==> config.mk <==
export PLATFORM = sky130hd
export DESIGN_NAME = sdram_refresh_bank_state
export DESIGN_NICKNAME = d
export VERILOG_FILES = /design/src/hdl/sdram_state_pkg.sv /design/src/hdl/sdram_refresh_bank_state.sv
export SDC_FILE = /design/constraint.sdc
export NUM_CORES = 1
export LEC_CHECK = 0
export ABC_AREA = 1
export BUFFER_PORTS_ARGS = -buffer_cell sky130_fd_sc_hd__buf_2
export CORE_MARGIN = 4
export CORE_UTILIZATION = 45
export CTS_BUF_LIST = sky130_fd_sc_hd__clkbuf_8
export DETAILED_ROUTE_END_ITERATION = 8
export PLACE_DENSITY = 0.65
export SLEW_MARGIN = 20
export SYNTH_ARGS = -nofsm -noshare
export SYNTH_HDL_FRONTEND = slang
export SYNTH_SLANG_ARGS = --single-unit
export TNS_END_PERCENT = 30
==> constraint.sdc <==
create_clock -name clk_sys_i -period 3.3 [get_ports clk_sys_i]
set_input_delay 0.165 -clock clk_sys_i [delete_from_list [all_inputs] [get_ports clk_sys_i]]
set_output_delay 0.165 -clock clk_sys_i [all_outputs]
set_load 0.02 [all_outputs]
==> src/hdl/sdram_state_pkg.sv <==
// Package with command codes, bank states, timing constants and carrier structs.
package sdram_state_pkg;
	localparam int CLK_PERIOD_NS = 100;
	localparam int PRECHARGE_TIME_NS = 20;
	localparam int ACTIVATE_TO_ACCESS_DELAY_NS = 20;
	localparam int REFRESH_CYCLE_TIME_NS = 66;
	localparam int MODE_REGISTER_DELAY_NS = 15;
	localparam int SELF_REFRESH_EXIT_TIME_NS = 67;
	localparam int ROW_ACTIVE_TIME_NS = 44;
	localparam int REFRESH_INTERVAL_NS = 7813;
	localparam int SELF_REFRESH_EXIT_MIN_CYC = 2;
	localparam int BURST_LEN_CYC = 4;
	function automatic int cyc_up(input int ns);
		int c;
		c = (ns + CLK_PERIOD_NS - 1) / CLK_PERIOD_NS;
		return (c < 1) ? 1 : c;
	endfunction
	function automatic int cyc_down(input int ns);
		int c;
		c = ns / CLK_PERIOD_NS;
		return (c < 1) ? 1 : c;
	endfunction
	localparam int PRECHARGE_TIME_CYC = cyc_up(PRECHARGE_TIME_NS);
	localparam int ACTIVATE_TO_ACCESS_DELAY_CYC = cyc_up(ACTIVATE_TO_ACCESS_DELAY_NS);
	localparam int REFRESH_CYCLE_TIME_CYC = cyc_up(REFRESH_CYCLE_TIME_NS);
	localparam int MODE_REGISTER_DELAY_CYC = cyc_up(MODE_REGISTER_DELAY_NS);
	localparam int SR_EXIT_RAW_CYC = cyc_up(SELF_REFRESH_EXIT_TIME_NS);
	localparam int SELF_REFRESH_EXIT_TIME_CYC =
		(SR_EXIT_RAW_CYC < SELF_REFRESH_EXIT_MIN_CYC) ? SELF_REFRESH_EXIT_MIN_CYC : SR_EXIT_RAW_CYC;
	localparam int ROW_ACTIVE_TIME_CYC = cyc_up(ROW_ACTIVE_TIME_NS);
	localparam int REFRESH_INTERVAL_CYC = cyc_down(REFRESH_INTERVAL_NS);
	localparam int NUM_BANKS = 4;
	localparam int ROW_BITS = 13;
	localparam int TIMER_BITS = 8;
	localparam int ADDR_BIT_TEN = 10;
	localparam logic [ROW_BITS-1:0] ROW_RESET = 13'h0000;
	localparam logic [TIMER_BITS-1:0] TIMER_ZERO = 8'h00;
	localparam logic [TIMER_BITS-1:0] TIMER_ONE = 8'h01;
	// Command codes are {row strobe, column strobe, write enable}, chip select low.
	localparam logic [2:0] CMD_NOP = 3'h7;
	localparam logic [2:0] CMD_ACTIVATE = 3'h3;
	localparam logic [2:0] CMD_READ = 3'h5;
	localparam logic [2:0] CMD_WRITE = 3'h4;
	localparam logic [2:0] CMD_BURST_STOP = 3'h6;
	localparam logic [2:0] CMD_PRECHARGE = 3'h2;
	localparam logic [2:0] CMD_REFRESH = 3'h1;
	localparam logic [2:0] CMD_MODE_LOAD = 3'h0;
	typedef enum logic [3:0] {
		BANK_IDLE = 4'h0,
		BANK_ACTIVATING = 4'h1,
		BANK_ROW_ACTIVE = 4'h2,
		BANK_READ = 4'h3,
		BANK_WRITE = 4'h4,
		BANK_READ_AP = 4'h5,
		BANK_WRITE_AP = 4'h6,
		BANK_PRECHARGING = 4'h7
	} bank_state_t;
	typedef enum logic [2:0] {
		DEV_NORMAL = 3'h0,
		DEV_REFRESHING = 3'h1,
		DEV_MODE_ACCESS = 3'h2,
		DEV_PRECHARGE_ALL = 3'h3,
		DEV_SELF_REFRESH = 3'h4,
		DEV_SR_EXIT = 3'h5
	} dev_state_t;
	typedef struct packed {
		logic cs_n;
		logic row_strobe_n;
		logic col_strobe_n;
		logic we_n;
		logic bank_select_high;
		logic bank_select_low;
		logic [ROW_BITS-1:0] addr;
	} cmd_bus_t;
	typedef struct packed {
		logic valid;
		logic [ROW_BITS-1:0] row;
	} refresh_evt_t;
endpackage

==> src/hdl/sdram_refresh_bank_state.sv <==
// Refresh control and per-bank command acceptance state of a four-bank synchronous DRAM.
`timescale 1ns/1ps
`default_nettype none
module sdram_refresh_bank_state
	import sdram_state_pkg::*;
#(
	parameter bit AUTOMOTIVE = 1'b0
)
(
	input wire logic clk_sys_i,
	input wire logic rst_n_i,
	input wire logic cke_i,
	input wire cmd_bus_t cmd_i,
	output bank_state_t bank_state_o [NUM_BANKS],
	output dev_state_t dev_state_o,
	output refresh_evt_t refresh_o,
	output logic illegal_cmd_o,
	output logic unsupported_o,
	output logic [1:0] last_burst_bank_o
);
	bank_state_t bank_q [NUM_BANKS];
	bank_state_t bank_d [NUM_BANKS];
	logic [TIMER_BITS-1:0] btimer_q [NUM_BANKS];
	logic [TIMER_BITS-1:0] btimer_d [NUM_BANKS];
	logic [NUM_BANKS-1:0] bank_bad;
	dev_state_t dev_q, dev_d;
	logic [TIMER_BITS-1:0] dtimer_q, dtimer_d;
	logic [15:0] sr_timer_q, sr_timer_d;
	logic [ROW_BITS-1:0] row_q;
	logic [1:0] last_q;
	logic [1:0] burst_cnt_q [NUM_BANKS];
	logic illegal_q, unsup_q;
	refresh_evt_t refresh_q;
	localparam int ACT_DELAY_CYC = ACTIVATE_TO_ACCESS_DELAY_CYC;

	wire [2:0] code = {cmd_i.row_strobe_n, cmd_i.col_strobe_n, cmd_i.we_n};
	wire [1:0] sel_bank = {cmd_i.bank_select_high, cmd_i.bank_select_low};
	wire cmd_live = !cmd_i.cs_n && code != CMD_NOP;
	wire ap_bit = cmd_i.addr[ADDR_BIT_TEN];
	wire in_normal = dev_q == DEV_NORMAL;
	wire is_act = cmd_live && code == CMD_ACTIVATE;
	wire is_rd = cmd_live && code == CMD_READ;
	wire is_wr = cmd_live && code == CMD_WRITE;
	wire is_pre = cmd_live && code == CMD_PRECHARGE;
	wire is_ref = cmd_live && code == CMD_REFRESH;
	wire is_mrs = cmd_live && code == CMD_MODE_LOAD;
	wire is_stop = cmd_live && code == CMD_BURST_STOP;
	wire pre_all = is_pre && ap_bit;
	logic all_idle;
	always_comb
	begin
		all_idle = 1'b1;
		for (int b = 0; b < NUM_BANKS; b++)
			if (bank_q[b] != BANK_IDLE)
				all_idle = 1'b0;
	end
	wire ref_ok = in_normal && is_ref && all_idle && cke_i;
	wire sr_req = in_normal && is_ref && all_idle && !cke_i;
	wire sr_ok = sr_req && !AUTOMOTIVE;
	wire mrs_ok = in_normal && is_mrs && all_idle && cke_i;
	wire dev_bad = in_normal && (is_ref || is_mrs) && !all_idle;
	wire busy_bad = !in_normal && dev_q != DEV_SELF_REFRESH && cmd_live;
	wire sr_tick = sr_timer_q == 16'h0000;
	wire refresh_now = ref_ok || (dev_q == DEV_SELF_REFRESH && sr_tick);

	// Per-bank next state; a bank reacts to commands it is named by, to precharge all, and to burst stop when it holds the latest burst.
	always_comb
	begin
		for (int b = 0; b < NUM_BANKS; b++)
		begin
			logic hit;
			logic tmo;
			hit = (sel_bank == 2'(b)) && in_normal && cke_i;
			tmo = btimer_q[b] == TIMER_ONE;
			bank_d[b] = bank_q[b];
			btimer_d[b] = (btimer_q[b] == TIMER_ZERO) ? TIMER_ZERO : btimer_q[b] - TIMER_ONE;
			bank_bad[b] = 1'b0;
			case (bank_q[b])
				BANK_IDLE:
				begin
					if (hit && is_act)
					begin
						bank_d[b] = BANK_ACTIVATING;
						btimer_d[b] = TIMER_BITS'(ACTIVATE_TO_ACCESS_DELAY_CYC);
					end
					// Burst stop is not bank-specific, so an idle bank named by it is no fault.
					else if (hit && (is_rd || is_wr))
						bank_bad[b] = 1'b1;
				end
				BANK_ACTIVATING, BANK_PRECHARGING:
				begin
					if (tmo)
						bank_d[b] = (bank_q[b] == BANK_ACTIVATING) ? BANK_ROW_ACTIVE : BANK_IDLE;
					if (hit && (is_act || is_rd || is_wr || (is_pre && !ap_bit)))
						bank_bad[b] = 1'b1;
				end
				BANK_READ_AP, BANK_WRITE_AP:
				begin
					if (tmo)
						bank_d[b] = BANK_IDLE;
					if (hit && (is_act || is_rd || is_wr || (is_pre && !ap_bit)))
						bank_bad[b] = 1'b1;
				end
				default:
				begin
					// Row active, read and write bursts share the same acceptance set.
					if (hit && is_rd)
						bank_d[b] = ap_bit ? BANK_READ_AP : BANK_READ;
					else if (hit && is_wr)
						bank_d[b] = ap_bit ? BANK_WRITE_AP : BANK_WRITE;
					else if (hit && is_act)
						bank_bad[b] = 1'b1;
					else if (bank_q[b] != BANK_ROW_ACTIVE && burst_cnt_q[b] == 2'h0)
						bank_d[b] = BANK_ROW_ACTIVE;
					if (hit && (is_rd || is_wr) && ap_bit)
						btimer_d[b] = TIMER_BITS'(BURST_LEN_CYC + PRECHARGE_TIME_CYC);
					if (is_stop && last_q == 2'(b) && bank_q[b] != BANK_ROW_ACTIVE)
						bank_d[b] = BANK_ROW_ACTIVE;
				end
			endcase
			if (in_normal && cke_i && is_pre && (pre_all || sel_bank == 2'(b)) && !bank_bad[b]
				&& bank_q[b] != BANK_IDLE && bank_q[b] != BANK_ACTIVATING
				&& bank_q[b] != BANK_READ_AP && bank_q[b] != BANK_WRITE_AP
				&& bank_q[b] != BANK_PRECHARGING)
			begin
				bank_d[b] = BANK_PRECHARGING;
				btimer_d[b] = TIMER_BITS'(PRECHARGE_TIME_CYC);
			end
		end
	end

	// Device-wide modes: refresh, mode access, precharge-all, self refresh.
	always_comb
	begin
		dev_d = dev_q;
		dtimer_d = (dtimer_q == TIMER_ZERO) ? TIMER_ZERO : dtimer_q - TIMER_ONE;
		sr_timer_d = sr_timer_q;
		case (dev_q)
			DEV_NORMAL:
			begin
				if (ref_ok)
				begin
					dev_d = DEV_REFRESHING;
					dtimer_d = TIMER_BITS'(REFRESH_CYCLE_TIME_CYC);
				end
				else if (sr_ok)
				begin
					dev_d = DEV_SELF_REFRESH;
					sr_timer_d = 16'(REFRESH_INTERVAL_CYC);
				end
				else if (mrs_ok)
				begin
					dev_d = DEV_MODE_ACCESS;
					dtimer_d = TIMER_BITS'(MODE_REGISTER_DELAY_CYC);
				end
				else if (pre_all && cke_i)
				begin
					dev_d = DEV_PRECHARGE_ALL;
					dtimer_d = TIMER_BITS'(PRECHARGE_TIME_CYC);
				end
			end
			DEV_REFRESHING, DEV_MODE_ACCESS, DEV_PRECHARGE_ALL, DEV_SR_EXIT:
			begin
				if (dtimer_q == TIMER_ONE)
					dev_d = DEV_NORMAL;
			end
			DEV_SELF_REFRESH:
			begin
				// Only clock enable is looked at here; the command pins are ignored.
				sr_timer_d = sr_tick ? 16'(REFRESH_INTERVAL_CYC) : sr_timer_q - 16'h0001;
				if (cke_i)
				begin
					dev_d = DEV_SR_EXIT;
					dtimer_d = TIMER_BITS'(SELF_REFRESH_EXIT_TIME_CYC);
				end
			end
			default:
				dev_d = DEV_NORMAL;
		endcase
	end

	always_ff @(posedge clk_sys_i)
	begin
		if (!rst_n_i)
		begin
			for (int b = 0; b < NUM_BANKS; b++)
			begin
				bank_q[b] <= BANK_IDLE;
				btimer_q[b] <= TIMER_ZERO;
			end
		end
		else
		begin
			bank_q <= bank_d;
			btimer_q <= btimer_d;
		end
	end

	// Burst length counters per bank; a new read or write restarts the count.
	always_ff @(posedge clk_sys_i)
	begin
		for (int b = 0; b < NUM_BANKS; b++)
		begin
			if (!rst_n_i)
				burst_cnt_q[b] <= 2'h0;
			else if (in_normal && cke_i && (is_rd || is_wr) && sel_bank == 2'(b) && !bank_bad[b])
				burst_cnt_q[b] <= 2'(BURST_LEN_CYC - 1);
			else if (burst_cnt_q[b] != 2'h0)
				burst_cnt_q[b] <= burst_cnt_q[b] - 2'h1;
		end
	end

	always_ff @(posedge clk_sys_i)
	begin
		if (!rst_n_i)
		begin
			dev_q <= DEV_NORMAL;
			dtimer_q <= TIMER_ZERO;
			sr_timer_q <= 16'h0000;
			row_q <= ROW_RESET;
			last_q <= 2'h0;
			illegal_q <= 1'b0;
			unsup_q <= 1'b0;
			refresh_q <= '0;
		end
		else
		begin
			dev_q <= dev_d;
			dtimer_q <= dtimer_d;
			sr_timer_q <= sr_timer_d;
			if (refresh_now)
				row_q <= row_q + 13'h0001;
			refresh_q.valid <= refresh_now;
			refresh_q.row <= row_q;
			if (in_normal && cke_i && (is_rd || is_wr) && !bank_bad[sel_bank])
				last_q <= sel_bank;
			illegal_q <= (|bank_bad) || dev_bad || busy_bad;
			unsup_q <= sr_req && AUTOMOTIVE;
		end
	end

	assign bank_state_o = bank_q;
	assign dev_state_o = dev_q;
	assign refresh_o = refresh_q;
	assign illegal_cmd_o = illegal_q;
	assign unsupported_o = unsup_q;
	assign last_burst_bank_o = last_q;
endmodule
`default_nettype wire

==> results.toml, run 1 <==
[routing]
route.vias.total = 5813
wl_met1_um = 6700
drt.antenna.violating_nets = 0
totalWireLength_um = 14000
met3_length_um = 585
wl_per_cell_um = 12.0
drtIter0Drc = 339
drc_errors = 0
dr.pass1.iters = 5
vias_per_cell = 4.97
wl_met2_um = 6570
top_layer = "met4"

[synth]
synth_top_cell_by_area = "dfxtp_1"
syn-mean-instance-area_um2 = 6.91
ys_warn_count = 0
synth-seq-area-share = 0.347
synth_cell_types = 47
synth_top_area_share = 0.310
synthCells = 945
synthTopCellsByArea = "dfxtp_1 (31%), nand2_1 (11%), nor2_1 (7.6%)"
postSynthRegisterBits = 109
netlist_area_um2 = 6530

[clock_tree]
post_cts_resized = 0
numCtsBuffers = 9
h-tree-depth = 3
holdBufCountCts = 0
cts.sinks = 109
clk_pin_slew_ns = 0.11
clkLatencyLatePin_ns = 0.39
root_buffer = "clkbuf_8"
cts_max_path_buffers = 2
post_cts_buffers = 0
cts_tree = "yes"

[place]
dp_hpwl_um = 10700
dp_cells = 1154
port_buffers = 41
place_area_um2 = 6890
gp_congestion = 0.884

[global_routing]
overflow = 0
antenna_found_initial = 0
grt_max_degree = 31
grt_pass1_wl_um = 24200
grt_usage = 0.177
grt_pass1_vias = 5322

[die]
fp.dieH_um = 128
core_area_um2 = 14000
ios = 59
num_rows = 43
start_util = 0.465
dieArea_um2 = 16500
fp.dieW_um = 128

[timing]
fin_crit_ns = 2.34
fmax_mhz = 427
setup_tns_ns = 0
max_slew.worst_pin.slew_ns = 0.660
setup_viol = 0
clock-skew-final_ns = 0.0122
drv_slew = 0
relSlewSlack = 0.558
worst_hold_slack_ns = 0.166
rsz0062_at_grt = "no"
fin_crit_sh = 0.710
hold_viol = 0

[status]
outcome = "complete, no violations"

[setup_path]
cpLargestDelayFamily = "simple AND/OR/NAND/NOR gates"
required_ns = 3.62
r2r_start = "dev_state_o[0]"
startpoint_type = "flop"
r2r-end = "row_q[9]"
cp-end-kind = "flop"
critPathBufInv = 1
cp_max_fo = 14
cpMaxStageDelayCell = "nor2_1"
path_class = "flop to flop"
r2r_slack_ns = 0.96
cp_cell_sequence = "nor2_4, inv_1, nor2_1, nand2_1, nand2_2, o21ai_0, a21oi_1"
cp.arrival_ns = 2.66
r2r_cells = 7
critical_path.max_stage_delay_ns = 0.52

[final_layout]
area_delta_synth_final_pct = 8.57
final_area_um2 = 7090
final_cells = 1170
fillers = 1443
layout_commonest_cell = "nand2_1"
drive_gt1_frac = 0.130
nets = 1029
layout_common_cells = "nand2_1 (197), nor2_1 (133), inv_1 (125), dfxtp_1 (101), nand3_1 (98)"
antenna_cells = 0

[power_and_ir_drop]
power.leakage_nw = 3.38
vdd_drop_max_v = 0.000254
power_mw = 5.44
pwr_density_cell_nw_per_um2 = 768

[worst_hold_path]
holdCritPathClass = "primary input to flop"
min_to = "last_burst_bank_o[1]"
hold_depth = 5
hold_start = "cmd_i[14]"

[job]
cap_viol_max_count = 0
## logic make-up after synthesis
logic type / synth area share
simple gates: 0.381
buf+inv: 0.0953
fa+ha+maj: 0.0422
other cells: 0.000574
xor+xnor: 0.0537
compound gates: 0.0809
flops: 0.347
## where the power goes
group	internal, mW	total (mW)	leakage [nW]	switching, mW
clock	0.318	0.813	0.103	0.495
sequential	1.66	1.88	0.911	0.214
combinational	1.03	2.75	2.37	1.72
## registers in the layout (all words and copies together), names as in the netlist, 2 cells and up
register and count:
sr_timer_q 16, row_q 13, dev_state_o 3, bank_state_o 12
last_burst_bank_o 2, burst_cnt_q 8, refresh_o 14, btimer_q 32
dtimer_q 8
## routing by layer
| layer | vias to the layer above | track usage |
|---|---|---|
| met5 | - | 0 |
| met4 | 0 | 0.0437 |
| met3 | 13 | 0.0419 |
| met2 | 92 | 0.294 |
| met1 | 2608 | 0.233 |
| li1 | 3100 | - |
## worst max path at each step
stage / slack, ns / endpoint / cells after the start / start
finish: 0.96 / row_q[9] / 7 / dev_state_o[0]
detailed placement: 1.0 / row_q[11] / 7 / dev_state_o[0]
floorplan: 1.60 / burst_cnt_q[1][0] / 10 / dev_state_o[0]
global placement: 1.05 / row_q[11] / 7 / dev_state_o[0]
global route: 0.74 / row_q[9] / 7 / dev_state_o[0]
CTS: 0.96 / row_q[11] / 7 / dev_state_o[0]
## Yosys cell counts (all sizes together)
master	instances
a21oi	44
nor2	153
o21bai	1
nand4	16
nor3b	1
or2	6
or3	2
nand3	108
clkbuf	5
nor3	22
o21a	3
a31oi	4
nand2	207
inv	134
nand3b	5
conb	1
o211ai	3
edfxtp	8
a41oi	3
ha	22
and3	2
a22oi	2
xor2	33
o21ai	33
dfxtp	101
buf	14
clkinv	2
and2	1
nor4	2
xnor2	7
## area by class of cell
class	instances	area [um^2]	share of cell area
multi-input cells	685	3660	0.516
well taps	180	225	0.0318
inverters	136	513	0.0724
clock buffers	10	138	0.0194
clock inverters	6	62.6	0.00883
flip-flops and latches	109	2260	0.319
repair buffers	44	228	0.0321
## worst reg2reg max path, stage by stage (launching register included)
cell	delay [ns]
dfxtp_1	0.37
nor2_4	0.23
inv_1	0.09
nor2_1	0.52
nand2_1	0.46
nand2_2	0.36
o21ai_0	0.14
a21oi_1	0.13
## through the flow
| stage | util | setup slack [ns] |
|---|---|---|
| final | 0.505 | 0.958 |
| after global routing | 0.505 | 0.739 |
| after CTS | 0.505 | 0.965 |
| after detailed placement | 0.490 | 0.999 |
| after global placement | 0.490 | 1.05 |
| after floorplan | - | 1.60 |
No activity file was read; power rests on OpenSTA's default activity.
==> run 2: changes to the inputs <==
--- a/config.mk
+++ b/config.mk
@@ -5,7 +5,7 @@
 export SDC_FILE = /design/constraint.sdc
 export NUM_CORES = 1
 export LEC_CHECK = 0
-export ABC_AREA = 1
+export ABC_AREA = 0
 export BUFFER_PORTS_ARGS = -buffer_cell sky130_fd_sc_hd__buf_2
 export CORE_MARGIN = 4
 export CORE_UTILIZATION = 45
==> constraint.sdc (replaced) <==
create_clock -name clk_sys_i -period 2.3 [get_ports clk_sys_i]
set_input_delay 0.115 -clock clk_sys_i [delete_from_list [all_inputs] [get_ports clk_sys_i]]
set_output_delay 0.115 -clock clk_sys_i [all_outputs]
set_load 0.02 [all_outputs]
==> run 2 against run 1 <==
  * Via count fell by 5.8%
  * Critical endpoint is now bank_state_o[13]
  * Sequential power grew 51%
  * Wire length increased by 5.2%
  * Clock-buffer cell count shrank 1
  * Synthesized area shrank 6.9%
  * Cell count fell by 15%
  * Synthesized cell count shrank 21%
  * Utilization increased by 2.7 points
  * Sequential share of layout area rose by 0.27 points
  * Non-clock buffer count grew 50
==> results.toml, run 2 <==
[setup_path]
cpLargestDelayFamily = "compound AO/OA/AOI/OAI gates"
cp_max_fo = 7
critPathBufInv = 2
startpoint_type = "flop"
cp.depth = 8
path_class = "flop to flop"
critical_path.max_stage_delay_ns = 0.38
cpMostUsedCell = "buf_4"
cp_cell_sequence = "buf_4, nor4b_2, buf_4, and2_1, o211ai_1, o31ai_2, a21oi_1, a221o_1"
cpMaxStageDelayCell = "nor4b_2"
required_ns = 2.60
cp-end-kind = "flop"
r2r_cells = 8
cp.arrival_ns = 2.46

[timing]
rsz0062_at_grt = "no"
setup_viol = 0
fin_crit_ns = 2.17
worst_hold_slack_ns = 0.126
fin_crit_sh = 0.942
clock-skew-final_ns = 0.0166
relSlewSlack = 0.604
setup_tns_ns = 0
drv_slew = 0
fmax_mhz = 462
hold_viol = 0
max_slew.worst_pin.slew_ns = 0.579

[clock_tree]
cts_max_path_buffers = 2
clkLatencyLatePin_ns = 0.40
holdBufCountCts = 0
numCtsBuffers = 9
h-tree-depth = 3
cts.sinks = 109
root_buffer = "clkbuf_8"
cts_tree = "yes"
clk_pin_slew_ns = 0.11

[routing]
vias_per_cell = 5.49
drc_errors = 0
dr.pass1.iters = 5
drt.antenna.violating_nets = 0
route.vias.total = 5475
totalWireLength_um = 14800
drtIter0Drc = 419
wl_per_cell_um = 14.8

[synth]
synth_top_area_share = 0.333
synth_cell_types = 71
synth.top_cells.by_count = "nor2_1 (118), dfxtp_1 (101), nand2_1 (69)"
synthTopCellsByArea = "dfxtp_1 (33%), nor2_1 (7.3%), xnor2_1 (4.6%)"
netlist_area_um2 = 6080
synth-main-ff-cell = "dfxtp_1"
syn-mean-instance-area_um2 = 8.18
ys_warn_count = 0
synthArstFlopShare = 0
postSynthRegisterBits = 109
synth-seq-area-share = 0.372
synth-edff-count = 8
yosysMostFrequentCell = "nor2_1"
synthCells = 743
synth_top_cell_by_area = "dfxtp_1"

[final_layout]
largest_register_ffs = 32
area_delta_synth_final_pct = 15.8
nets = 861
final_util = 0.531
antenna_cells = 0
layout_common_cells = "nor2_1 (118), dfxtp_1 (98), nand2_1 (68), buf_4 (53), buf_2 (41)"
drive_gt1_frac = 0.173
layout_commonest_cell = "nor2_1"
top_register = "btimer_q"

[job]
cap_viol_max_count = 0

[die]
fp.dieW_um = 124
num_rows = 42
start_util = 0.459
dieArea_um2 = 15400
core_area_um2 = 13200
fp.dieH_um = 124
ios = 59

[power_and_ir_drop]
vdd_drop_max_v = 0.000635
power_mw = 8.15
power.leakage_nw = 2.85
pwr_density_cell_nw_per_um2 = 1160

[global_routing]
overflow = 0
antenna_found_initial = 0
grt_pass1_wl_um = 24800
grt_pass1_vias = 5217
grt_usage = 0.189
grt_max_degree = 27

[worst_hold_path]
holdCritPathClass = "primary input to flop"
hold_depth = 3

[place]
port_buffers = 41
gp_congestion = 0.971
dp_hpwl_um = 11100

[status]
outcome = "complete, no violations"
[run 2: cell count changes after synthesis, sizes merged, moves of 10 or more]
| cell | previous run | this run |
|---|---|---|
| inv | 134 | 33 |
| xnor2 | 7 | 32 |
| nor3 | 22 | 32 |
| o21ai | 33 | 23 |
| nor2 | 153 | 118 |
| nand3 | 108 | 19 |
| nand2 | 207 | 69 |
| clkbuf | 5 | 25 |
| nand2b | 0 | 10 |
| a21oi | 44 | 33 |
| nor4 | 2 | 12 |
| and2 | 1 | 24 |
[run 2: final timing paths]
path / startpoint / to / slack, ns
min: cmd_i[14] / last_burst_bank_o[1] / 0.13
min reg2reg: row_q[5] / refresh_o[5] / 0.50
max: dev_state_o[0] / bank_state_o[13] / 0.13
max reg2reg: dev_state_o[0] / bank_state_o[13] / 0.13
[run 2: cells by family (layout without fill, tap and decap cells)]
group,after synthesis,after routing,share of synthesized area
simple gates,354,354,0.302
compound gates,123,123,0.136
flops,109,109,0.372
buf+inv,68,143,0.0461
xor+xnor,56,56,0.0807
fa+ha+maj,22,22,0.0453
mux,10,10,0.0167
other cells,1,5,0.000617
[run 2: power breakdown]
part / internal (mW) / switching, mW / leakage [nW]
logic: 1.83 / 2.30 / 1.84
registers: 2.41 / 0.420 / 0.912
clock network: 0.441 / 0.753 / 0.101
[run 2: stage by stage]
step | cells | setup slack [ns] | instance area, um^2
CTS | 997 | 0.0669 | 6990
detailed placement | 981 | 0.0626 | 6780
global route | 998 | 0.00400 | 7040
finish | 998 | 0.134 | 7040
floorplan | 747 | 0.0107 | 6140
global placement | 981 | 0.109 | 6780
[run 2: worst register-to-register path, stage by stage, from the launching register on]
cell and delay, ns:
dfxtp_1 0.33, buf_4 0.16, nor4b_2 0.38, buf_4 0.21, and2_1 0.18, o211ai_1 0.22
o31ai_2 0.14, a21oi_1 0.15, a221o_1 0.31
[run 2: layout make-up]
class	count	area, um^2
inverters	33	124
well taps	176	220
clock buffers	9	124
fillers	1280	6200
clock inverters	7	90.1
multi-input cells	570	3610
flip-flops and latches	109	2270
repair buffers	94	603
[run 2: timing repair]
item,in CTS,in global routing
setup endpoints to repair,0,30
buffers inserted,0,1
gates resized for setup,0,13
[run 2: per-layer routing]
metal / GRT usage / part of all wire
met1: 0.243 / 0.44
met2: 0.318 / 0.48
met3: 0.0378 / 0.054
met4: 0.0638 / 0.018
met5: 0 / 0
==> run 3: changes to the inputs <==
--- a/config.mk
+++ b/config.mk
@@ -7,11 +7,14 @@
 export LEC_CHECK = 0
 export ABC_AREA = 0
 export BUFFER_PORTS_ARGS = -buffer_cell sky130_fd_sc_hd__buf_2
+export CELL_PAD_IN_SITES_DETAIL_PLACEMENT = 0
+export CELL_PAD_IN_SITES_GLOBAL_PLACEMENT = 2
 export CORE_MARGIN = 4
-export CORE_UTILIZATION = 45
+export CORE_UTILIZATION = 37
 export CTS_BUF_LIST = sky130_fd_sc_hd__clkbuf_8
 export DETAILED_ROUTE_END_ITERATION = 8
-export PLACE_DENSITY = 0.65
+export PLACE_DENSITY = 0.84
+export REMOVE_ABC_BUFFERS = 1
 export SLEW_MARGIN = 20
 export SYNTH_ARGS = -nofsm -noshare
 export SYNTH_HDL_FRONTEND = slang
==> run 3 against run 2 <==
  * Cell count increased by 5.2%
  * Largest cell class unchanged
  * First-iteration DRC count shrank 8.8%
  * Critical endpoint is now sr_timer_q[14]
  * Design area grew 1.5%
==> results.toml, run 3 (synthesized netlist as in run 2, its figures left out) <==
[timing]
fmax_mhz = 441
drv_slew = 0
fin_ws_ns = 0.0325
clock-skew-final_ns = 0.0126
hold_viol = 0
max_slew.worst_pin.slew_ns = 0.550
fin_crit_ns = 2.27
relSlewSlack = 0.630
fin_crit_sh = 0.986
setup_viol = 0
rsz0062_at_grt = "yes"

[global_routing]
antenna_found_initial = 0
overflow = 0
grt_usage = 0.176
grt_pass1_wl_um = 26300
grt_max_degree = 27
grt_pass1_vias = 5468

[die]
core_area_um2 = 16000
dieArea_um2 = 18500
fp.dieW_um = 136
fp.dieH_um = 136
ios = 59
num_rows = 46
start_util = 0.380

[clock_tree]
cts_max_path_buffers = 2
numCtsBuffers = 9
h-tree-depth = 3
cts_tree = "yes"
holdBufCountCts = 0
root_buffer = "clkbuf_8"
clkLatencyLatePin_ns = 0.40
post_cts_buffers = 0
cts.sinks = 109
clk_pin_slew_ns = 0.12

[power_and_ir_drop]
power_mw = 8.22
combPwrFrac = 0.513
switchingPower_mw = 3.47
pwr-share-clk = 0.145
pwr_density_cell_nw_per_um2 = 1150
vdd_drop_max_v = 0.000443
power.internal_mw = 4.74
seqPwrFrac = 0.342
power.leakage_nw = 2.91
switching_share = 0.423

[setup_path]
cp.arrival_ns = 2.54
path_class = "flop to flop"
required_ns = 2.58
cp_max_fo = 5
cp-end-kind = "flop"
startpoint_type = "flop"

[job]
cap_viol_max_count = 0

[final_layout]
layout_common_cells = "nor2_1 (118), dfxtp_1 (101), nand2_1 (69), buf_4 (65), buf_2 (41)"
nets = 873
largest_register_ffs = 32
drive_gt1_frac = 0.177
top_register = "btimer_q"
layout_commonest_cell = "nor2_1"
area_delta_synth_final_pct = 17.5
antenna_cells = 0

[routing]
totalWireLength_um = 15700
vias_per_cell = 5.26
route.vias.total = 5522
drc_errors = 0
dr.pass1.iters = 5
wl_per_cell_um = 15.0
drt.antenna.violating_nets = 0
drtIter0Drc = 382

[place]
gp_congestion = 0.905
port_buffers = 41
dp_hpwl_um = 11800
pre_cts_ws_ns = -0.0288

[status]
outcome = "complete, no violations"

[worst_hold_path]
holdCritPathClass = "primary input to flop"
-- run 3: changes by cell type in the layout (fill, tap and decap cells not counted), moves of 2 or more --
cell	previous run	this run
dfxtp_1	98	101
buf_4	53	65
clkinv_8	3	1
nor3_4	3	1
a21boi_0	1	3
a21boi_1	2	0
dfxtp_2	3	0
inv_8	0	4
nor3_2	1	3
-- run 3: power groups by stage --
| stage | combinational (mW) | clock, mW | sequential, mW |
|---|---|---|---|
| 3_5_place_dp | 4.19 | 0 | 2.84 |
| 5_1_grt | 4.75 | 1.32 | 2.87 |
| 2_1_floorplan | 2.75 | 0 | 2.90 |
| 4_1_cts | 4.21 | 1.24 | 2.80 |
| 3_3_place_gp | 4.10 | 0 | 2.81 |
| 6_report | 4.21 | 1.19 | 2.81 |
-- run 3: path summary, 6_finish.rpt --
path / start / endpoint / cells after the start / slack [ns]
worst min register to register: row_q[12] / refresh_o[12] / 1 / 0.49
worst max register to register: dev_state_o[2] / sr_timer_q[14] / 8 / 0.03
worst max-delay path: dev_state_o[2] / sr_timer_q[14] / 8 / 0.03
worst min-delay path: rst_n_i / refresh_o[10] / 2 / 0.03
-- run 3: critical path, cell delays in order (launching register included) --
cell	delay [ns]
dfxtp_1	0.40
nor4_4	0.33
nand3_2	0.19
o31ai_2	0.30
buf_4	0.17
nand3_1	0.12
or3b_1	0.42
xor2_1	0.15
nor2_1	0.06
-- run 3: cell type report --
type,count,area [um^2]
flip-flops and latches,109,2260
well taps,216,270
multi-input cells,570,3590
clock buffers,9,124
clock inverters,7,75.1
fillers,1654,8860
inverters,33,124
repair buffers,106,693
-- run 3: repair_timing --
action | in CTS | in global routing
resized for setup | 1 | 6
cloned | 0 | 0
endpoints found under the setup margin | 2 | 20
-- run 3: layer usage --
metal	wire length, um	vias up	GRT usage
met4	164	0	0.0414
li1	-	2756	-
met2	7590	117	0.298
met5	0	-	0
met3	746	13	0.0459
met1	7230	2636	0.223
-- run 3: through the flow --
step	cells	TNS, ns	area, um^2	utilization	hold slack [ns]
finish	1050	0	7140	0.446	0.0277
floorplan	712	-0.329	5940	-	0.231
detailed placement	1034	-0.0288	6900	0.431	0.446
global route	1050	-0.393	7140	0.446	0.000529
global placement	1034	0	6900	0.431	0.442
CTS	1050	0	7110	0.444	0.00379
